`src/common/fbc_params.svh`:
```
// Purpose: Offsets, reset values and timing counts of the fanout control block
// Assumes: Included by bare name after the package
// Notes: Register offsets are serial bus register addresses
`ifndef FBC_PARAMS_SVH
`define FBC_PARAMS_SVH
// Register addresses
`define FBC_A_GAIN 7'h00
`define FBC_A_LCAP 7'h02
`define FBC_A_INSEL 7'h05
`define FBC_A_DRV0 7'h07
`define FBC_A_DRV1 7'h08
`define FBC_A_OFF 7'h0a
`define FBC_A_VCM 7'h0c
`define FBC_A_RSER 7'h12
// Reset and fixed values
`define FBC_R_GAIN 3'h2
`define FBC_GAIN_MAX 3'h4
`define FBC_R_LCAP 7'h10
`define FBC_LCAP_MAX 7'h57
`define FBC_R_RSER 7'h10
`define FBC_RSER_MIN 7'h7f
`define FBC_R_VCM 1'b1
`define FBC_BUS_BASE 7'h34
// Sequencing counts in selected input clock periods
`define FBC_EDGE_MAX 3'h5
`define FBC_FOLLOW_EDGES 3'h2
`endif

```
`src/common/fbc_pkg.sv`:
```
// Purpose: Types of the fanout control block
// Assumes: Nothing
// Notes: Constants live in fbc_params.svh
package fbc_pkg;
	typedef enum logic [2:0] {BUS_IDLE, BUS_ADDR, BUS_CMD, BUS_WR, BUS_RD, BUS_SKIP} fbc_bus_t;
	typedef enum logic [1:0] {G_OFF, G_LOW, G_RUN} fbc_gate_t;
	typedef logic [1:0] fbc_drv_t;
endpackage

```
`src/core/fbc_core.sv`:
```
// Purpose: Mode strap, pin decode, serial register port and output gating
// Assumes: All inputs synchronous to clk; input clocks are sampled levels
// Notes: Driver kind 2'b11 means high impedance for that output
`include "fbc_params.svh"

module fbc_core (
	// Clock and reset
	input wire logic clk,
	input wire logic rstn,
	// Mode strap and factory default
	input wire logic mode_strap,
	input wire logic otp_vcm_default,
	// Select pins, address straps in serial mode
	input wire logic input_choice_bit0,
	input wire logic input_choice_bit1,
	// Type pins, bus clock and data in serial mode
	input wire logic driver_kind_bit0,
	input wire logic driver_kind_bit1_i,
	output logic driver_kind_bit1_o,
	output logic driver_kind_bit1_oe,
	// Per output enables
	input wire logic [7:0] output_enable_low,
	// Sampled input clocks
	input wire logic [3:0] ref_clk_in,
	// Output side
	output logic [7:0] out_clk,
	output logic [7:0] out_drive_en,
	output logic [15:0] out_kind,
	output logic [1:0] src_sel,
	// Analog settings and serial mode flag
	output logic vcm_sel,
	output logic [6:0] xtal_load_cap,
	output logic [2:0] xtal_gain,
	output logic [6:0] xtal_series_sw,
	output logic serial_mode
);
	import fbc_pkg::*;

	logic mode_r;
	logic cap_done_r;
	logic [1:0] insel_r;
	logic [15:0] drv_r;
	logic [7:0] off_r;
	logic [6:0] lcap_r;
	logic [2:0] gain_r;
	logic [6:0] rser_r;
	logic vcm_r;
	logic scl_prev_r;
	logic sda_prev_r;
	logic scl_rise;
	logic scl_fall;
	logic bus_start;
	logic bus_stop;
	fbc_bus_t bus_r;
	logic [3:0] bit_r;
	logic [7:0] sh_r;
	logic [7:0] tx_r;
	logic [6:0] ptr_r;
	logic ack_r;
	logic wr_go;
	logic [6:0] dev_addr;
	logic [7:0] want;
	logic clk_s;
	logic clk_prev_r;
	logic in_rise;
	logic in_fall;
	fbc_gate_t gate_r [8];
	logic [2:0] cnt_r [8];
	// Register read decode
	function automatic logic [7:0] rd_mux(input logic [6:0] a);
		logic [7:0] d;
		d = 8'h00;
		unique case (a)
			`FBC_A_GAIN: d = {5'h00, gain_r};
			`FBC_A_LCAP: d = {1'b0, lcap_r};
			`FBC_A_INSEL: d = {6'h00, insel_r};
			`FBC_A_DRV0: d = drv_r[7:0];
			`FBC_A_DRV1: d = drv_r[15:8];
			`FBC_A_OFF: d = off_r;
			`FBC_A_VCM: d = {7'h00, vcm_r};
			`FBC_A_RSER: d = {1'b0, rser_r};
			default: d = 8'h00;
		endcase
		return d;
	endfunction

	// Strap and factory default caught once after reset release
	always_ff @(posedge clk or negedge rstn) begin
		if (!rstn) begin
			mode_r <= 1'b0;
			cap_done_r <= 1'b0;
		end else if (!cap_done_r) begin
			mode_r <= mode_strap;
			cap_done_r <= 1'b1;
		end
	end
	assign serial_mode = mode_r;
	// Bus line edge and condition detection
	always_ff @(posedge clk or negedge rstn) begin
		if (!rstn) begin
			scl_prev_r <= 1'b1;
			sda_prev_r <= 1'b1;
		end else begin
			scl_prev_r <= driver_kind_bit0;
			sda_prev_r <= driver_kind_bit1_i;
		end
	end
	assign scl_rise = mode_r && driver_kind_bit0 && !scl_prev_r;
	assign scl_fall = mode_r && !driver_kind_bit0 && scl_prev_r;
	assign bus_start = mode_r && driver_kind_bit0 && scl_prev_r && sda_prev_r
		&& !driver_kind_bit1_i;
	assign bus_stop = mode_r && driver_kind_bit0 && scl_prev_r && !sda_prev_r
		&& driver_kind_bit1_i;
	assign dev_addr = `FBC_BUS_BASE + {5'h00, input_choice_bit1, input_choice_bit0};
	assign wr_go = scl_fall && bus_r == BUS_WR && bit_r == 4'h7;
	// Serial client: address, command byte, data bytes
	always_ff @(posedge clk or negedge rstn) begin
		if (!rstn) begin
			bus_r <= BUS_IDLE;
			bit_r <= 4'h0;
			sh_r <= 8'h00;
			tx_r <= 8'h00;
			ptr_r <= 7'h00;
			ack_r <= 1'b0;
		end else if (bus_start) begin
			bus_r <= BUS_ADDR;
			bit_r <= 4'hf; // SCL fall that closes START wraps this to bit 0
			ack_r <= 1'b0;
		end else if (bus_stop) begin
			bus_r <= BUS_IDLE;
			ack_r <= 1'b0;
		end else if (scl_rise && bit_r != 4'h8) begin
			sh_r <= {sh_r[6:0], driver_kind_bit1_i};
		end else if (scl_rise && bus_r == BUS_RD && driver_kind_bit1_i) begin
			bus_r <= BUS_SKIP; // Host refused more data
		end else if (scl_fall && bit_r == 4'h7) begin
			bit_r <= 4'h8;
			unique case (bus_r)
				BUS_ADDR: ack_r <= sh_r[7:1] == dev_addr;
				BUS_CMD: begin
					ack_r <= 1'b1;
					ptr_r <= sh_r[6:0];
				end
				BUS_WR: begin
					ack_r <= 1'b1;
					ptr_r <= ptr_r + 7'h01;
				end
				default: ack_r <= 1'b0;
			endcase
		end else if (scl_fall && bit_r == 4'h8) begin
			bit_r <= 4'h0;
			ack_r <= 1'b0;
			unique case (bus_r)
				BUS_ADDR: begin
					if (!ack_r) begin
						bus_r <= BUS_SKIP;
					end else if (sh_r[0]) begin
						bus_r <= BUS_RD;
						tx_r <= rd_mux(ptr_r);
					end else begin
						bus_r <= BUS_CMD;
					end
				end
				BUS_CMD: bus_r <= BUS_WR;
				BUS_RD: begin
					ptr_r <= ptr_r + 7'h01;
					tx_r <= rd_mux(ptr_r + 7'h01);
				end
				default: bus_r <= bus_r;
			endcase
		end else if (scl_fall) begin
			bit_r <= bit_r + 4'h1;
			if (bus_r == BUS_RD) begin
				tx_r <= {tx_r[6:0], 1'b0};
			end
		end
	end
	// Open-drain data: low for acknowledge or a zero read bit
	assign driver_kind_bit1_o = 1'b0;
	assign driver_kind_bit1_oe = ack_r
		|| (bus_r == BUS_RD && bit_r != 4'h8 && !tx_r[7]);
	// Writable registers
	always_ff @(posedge clk or negedge rstn) begin
		if (!rstn) begin
			insel_r <= 2'h0;
			drv_r <= 16'h0000;
			off_r <= 8'h00;
			lcap_r <= `FBC_R_LCAP;
			gain_r <= `FBC_R_GAIN;
			rser_r <= `FBC_R_RSER;
			vcm_r <= `FBC_R_VCM;
		end else if (!cap_done_r) begin
			vcm_r <= otp_vcm_default;
		end else if (wr_go) begin
			unique case (ptr_r)
				`FBC_A_GAIN: gain_r <= (sh_r[2:0] > `FBC_GAIN_MAX || sh_r[7:3] != 5'h00)
					? `FBC_GAIN_MAX : sh_r[2:0];
				`FBC_A_LCAP: lcap_r <= (sh_r[6:0] > `FBC_LCAP_MAX || sh_r[7])
					? `FBC_LCAP_MAX : sh_r[6:0];
				`FBC_A_INSEL: insel_r <= sh_r[1:0];
				`FBC_A_DRV0: drv_r[7:0] <= sh_r;
				`FBC_A_DRV1: drv_r[15:8] <= sh_r;
				`FBC_A_OFF: off_r <= sh_r;
				`FBC_A_VCM: vcm_r <= sh_r[0];
				`FBC_A_RSER: rser_r <= sh_r[6:0];
				default: vcm_r <= vcm_r;
			endcase
		end
	end
	// Settings seen by the analog side; in pin mode crystal fixed, select and kind from pins
	always_comb begin
		if (mode_r) begin
			src_sel = insel_r;
			out_kind = drv_r;
			xtal_load_cap = lcap_r;
			xtal_series_sw = rser_r;
			xtal_gain = gain_r;
		end else begin
			src_sel = {input_choice_bit1, input_choice_bit0};
			out_kind = {8{driver_kind_bit1_i, driver_kind_bit0}};
			xtal_load_cap = `FBC_R_LCAP;
			xtal_series_sw = `FBC_R_RSER;
			xtal_gain = `FBC_R_GAIN;
		end
	end
	assign vcm_sel = vcm_r;
	// Wanted output state from pin or register, hi-Z kind forces off
	always_comb begin
		for (int i = 0; i < 8; i++) begin
			want[i] = (mode_r ? !off_r[i] : !output_enable_low[i])
				&& out_kind[2*i +: 2] != 2'b11;
		end
	end
	// Selected input clock and its edges
	assign clk_s = ref_clk_in[src_sel];
	assign in_rise = clk_s && !clk_prev_r;
	assign in_fall = !clk_s && clk_prev_r;
	always_ff @(posedge clk or negedge rstn) begin
		if (!rstn) begin
			clk_prev_r <= 1'b0;
		end else begin
			clk_prev_r <= clk_s;
		end
	end
	// Output gating sequenced on the selected input clock
	always_ff @(posedge clk or negedge rstn) begin
		if (!rstn) begin
			for (int i = 0; i < 8; i++) begin
				gate_r[i] <= G_OFF;
				cnt_r[i] <= 3'h0;
			end
			out_drive_en <= 8'h00;
			out_clk <= 8'h00;
		end else begin
			for (int i = 0; i < 8; i++) begin
				unique case (gate_r[i])
					G_OFF: if (want[i]) begin
						gate_r[i] <= G_LOW;
						cnt_r[i] <= 3'h0;
						out_drive_en[i] <= 1'b1;
					end
					G_LOW: if (!want[i]) begin
						gate_r[i] <= G_OFF;
						out_drive_en[i] <= 1'b0;
					end else if (in_rise) begin
						cnt_r[i] <= cnt_r[i] + 3'h1;
						if (cnt_r[i] == `FBC_FOLLOW_EDGES - 3'h1) begin
							gate_r[i] <= G_RUN;
						end
					end
					G_RUN: if (!want[i] && in_fall) begin
						gate_r[i] <= G_OFF;
						out_drive_en[i] <= 1'b0;
					end
				endcase
				out_clk[i] <= gate_r[i] == G_RUN && clk_s;
			end
		end
	end

	logic [2:0] dis_edges_r;
	logic [2:0] en_edges_r;
	always_ff @(posedge clk or negedge rstn) begin
		if (!rstn) begin
			dis_edges_r <= 3'h0;
			en_edges_r <= 3'h0;
		end else begin
			dis_edges_r <= (want[0] || !out_drive_en[0]) ? 3'h0
				: dis_edges_r + {2'h0, in_rise};
			en_edges_r <= (!want[0] || gate_r[0] != G_LOW) ? 3'h0
				: en_edges_r + {2'h0, in_rise};
		end
	end
endmodule

```
`config.mk`:
```
export PLATFORM = sky130hd
export DESIGN_NAME = fbc_core
export DESIGN_NICKNAME = d
export VERILOG_FILES = /design/src/common/fbc_pkg.sv /design/src/core/fbc_core.sv
export VERILOG_INCLUDE_DIRS = /design/src /design/src/common
export SDC_FILE = /design/constraint.sdc
export NUM_CORES = 1
export LEC_CHECK = 0
export CORE_MARGIN = 5
export CORE_UTILIZATION = 65
export CTS_CLUSTER_SIZE = 16
export DETAILED_ROUTE_END_ITERATION = 6
export DONT_BUFFER_PORTS = 1
export GPL_TIMING_DRIVEN = 0
export PLACE_DENSITY = 0.78
export RECOVER_POWER = 50
export SYNTH_ARGS = -nofsm -noshare
export SYNTH_HDL_FRONTEND = slang
export SYNTH_SLANG_ARGS = --single-unit
```
`constraint.sdc`:
```
create_clock -name clk -period 3.1 [get_ports clk]
set_clock_uncertainty 0.05 [all_clocks]
set_input_delay 0.155 -clock clk [delete_from_list [all_inputs] [get_ports clk]]
set_output_delay 0.155 -clock clk [all_outputs]
set_load 0.02 [all_outputs]
```
==> impl_metrics.yaml <==
run_status:
  status: "complete, but fails checks"
  violations: "negative hold slack"
worst_setup_path:
  crit_buf_inv: 3
  critPathMostFrequentCell: "clkbuf_1"
  criticalPathCategory: "flop to flop"
  crit_fanout: 10
  end_kind: "flop"
  worstPathArrival_ns: 3.19
  path_cells: "clkbuf_1 > inv_1 > ha_1 > clkbuf_1 > nand4_1 > a41oi_2 > nor3b_1 > a211oi_1 > o21ai_1"
  max_stage_delay_ns: 0.46
  critPathTopFamily: "buffers and inverters"
  crit_slowest_cell: "dfrtp_1"
  cp_data_required_time_ns: 3.40
  start_kind: "flop"
layout:
  design_area_um2: 10100
  finalNonFillerCells: 1175
  drive_gt1_frac: 0.136
  final_util: 0.730
  final_nets: 1048
  synthToLayoutAreaGrowth_pct: 9.91
  fillers: 1027
detailed_routing:
  drcViolationCount: 0
  drt_iter0_drc: 940
  vias: 7908
  firstDrtPassIters: 6
  ant_nets: 0
  wl_per_cell_um: 22.1
  routed_wl_mm: 25.9
  viasPerCell: 6.73
placement:
  routabilityCongestion: 0.983
  io_buffer_count: 0
  dp_hpwl_mm: 18.7
  postPlaceCellArea_um2: 9440
  pre_cts_ws_ns: 0.0452
  placed_cells: 1139
flow_run:
  cap_violations: 0
sta:
  setup-violations-final: 0
  whs_ns: -0.640
  worst_slack_ns: 0.202
  layout_min_cycle_time_ns: 2.90
  hold_viol: 136
  fin_tns_setup_ns: 0
  fmax_ghz: 0.345
  rsz0062_at_grt: "false"
  worst_pin_slew_ns: 0.927
  drv_slew: 0
  relSlewSlack: 0.381
  period_share: 0.935
grt:
  grt_usage: 0.319
  grt_pass1_vias: 7605
  use_met2: 0.469
  top_usage_layer: "met2"
  grtUsageMet3: 0.0730
  grt_pass1_wl_mm: 41.5
  antenna_found_initial: 1
  grt_max_degree: 137
  overflow: 0
  met1_usage: 0.466
power:
  power_density_nw_per_um2: 760
  ir_drop_mv: 0.486
  power.total_mw: 7.70
  p_leak_nw: 4.46
logic_synthesis:
  yosys-top-cells-count: "130 x dfrtp_1, 63 x nand2_1, 62 x inv_1"
  synth.most_common_cell: "dfrtp_1"
  syn_area_um2: 9220
  seq_area_frac_synth: 0.370
  synthArstFlopShare: 1.00
  synth_top_area_frac: 0.353
  synth_edf_count: 0
  synthTopCellsByArea: "dfrtp_1 35%, ha_1 6.4%, mux2_2 6.1%"
  ys.flop_type: "dfrtp_1"
  synth_cells: 959
  synth_cell_types: 79
  syn_nets: 1026
  yosys.area.top_type: "dfrtp_1"
  synth-seq-cells: 136
  avgSynthCellArea_um2: 9.61
  yosys_warnings: 0
cts:
  clk_pin_slew_ns: 0.07
  clock_path_buffers: 2
  postCtsSetupRepairBufs: 0
  cts_tree: "built"
  ctsRootBufferMaster: "clkbuf_16"
  htree_levels: 4
  holdBufCountCts: 4
  clk_latency_ns: 0.43
  cts_inserted_buffers: 17
  cts_sinks: 136
floorplan:
  core_area_um2: 13900
  initial_core_util: 0.664
  ios: 75
  fp-row-count: 43
  die_w_um: 129
  die_h_um: 129
  die_area_um2: 16700
min_path:
  hp-class: "input port to asynchronous set/reset pin"
==> flip-flops by register name, summed over array words and instances (netlist names), 8 cells and up <==
register,cells
cnt_r,24
drv_r,16
gate_r,16
off_r,8
out_clk,8
out_drive_en,8
sh_r,8
tx_r,8
==> cell usage in the layout (no fill, tap or decap), drive strengths merged, types with 33 or more instances in the layout <==
| cell | n |
|---|---|
| dfrtp | 130 |
| nand2 | 63 |
| inv | 63 |
| nor2 | 63 |
| mux2 | 61 |
| clkbuf | 58 |
| o21ai | 50 |
| a21oi | 47 |
| ha | 47 |
| mux2i | 33 |
==> logic make-up (layout without fill, tap and decap cells) <==
logic type               after synthesis  in the layout  synth area share
other                                  2              3          0.000815
multiplexers                          94             94             0.113
adder cells (fa/ha/maj)               47             47            0.0638
buffers and inverters                122            157            0.0586
AND/OR/NAND/NOR                      271            271             0.157
XOR/XNOR                               8              8           0.00760
flip-flops                           136            136             0.370
AO/OA/AOI/OAI                        279            279             0.229
==> final timing paths <==
path	start	endpoint	slack (ns)	cells after the start
min in group clk	driver_kind_bit1_i	bus_r[1]	0.05	3
min reg2reg	cap_done_r	vcm_sel	0.45	1
min	rstn	gain_r[2]	-0.64	0
max reg2reg	ptr_r[0]	tx_r[7]	0.20	9
max	ptr_r[0]	tx_r[7]	0.20	9
max in group asynchronous	rstn	sda_prev_r	3.30	0
==> where the power goes <==
| group | switching (mW) | total [mW] | internal (mW) |
|---|---|---|---|
| logic | 1.74 | 2.91 | 1.17 |
| registers | 0.410 | 2.59 | 2.18 |
| clock network | 0.835 | 2.21 | 1.37 |
==> cell type report <==
cell class / count / area [µm²] / area share
Antenna cell: 1 / 2.50 / 0.000247
Multi-Input combinational cell: 701 / 5280 / 0.521
Clock buffer: 18 / 439 / 0.0433
Tap cell: 180 / 225 / 0.0222
Inverter: 63 / 236 / 0.0233
Buffer: 58 / 302 / 0.0298
Clock inverter: 14 / 199 / 0.0196
Sequential cell: 136 / 3410 / 0.337
Timing Repair Buffer: 4 / 40.0 / 0.00395
==> metal layers <==
layer  vias to the layer above  wire length [µm]
li1                       3562                 -
met1                      3857             11400
met2                       427             11300
met3                        62              2530
met4                         0               677
met5                         -                 0
==> repair_timing <==
action / in CTS / in global routing
setup endpoints to repair: 9 / 12
gates resized for setup: 0 / 4
hold endpoints to repair: 140 / 136
(Power assumes the default switching activity.)
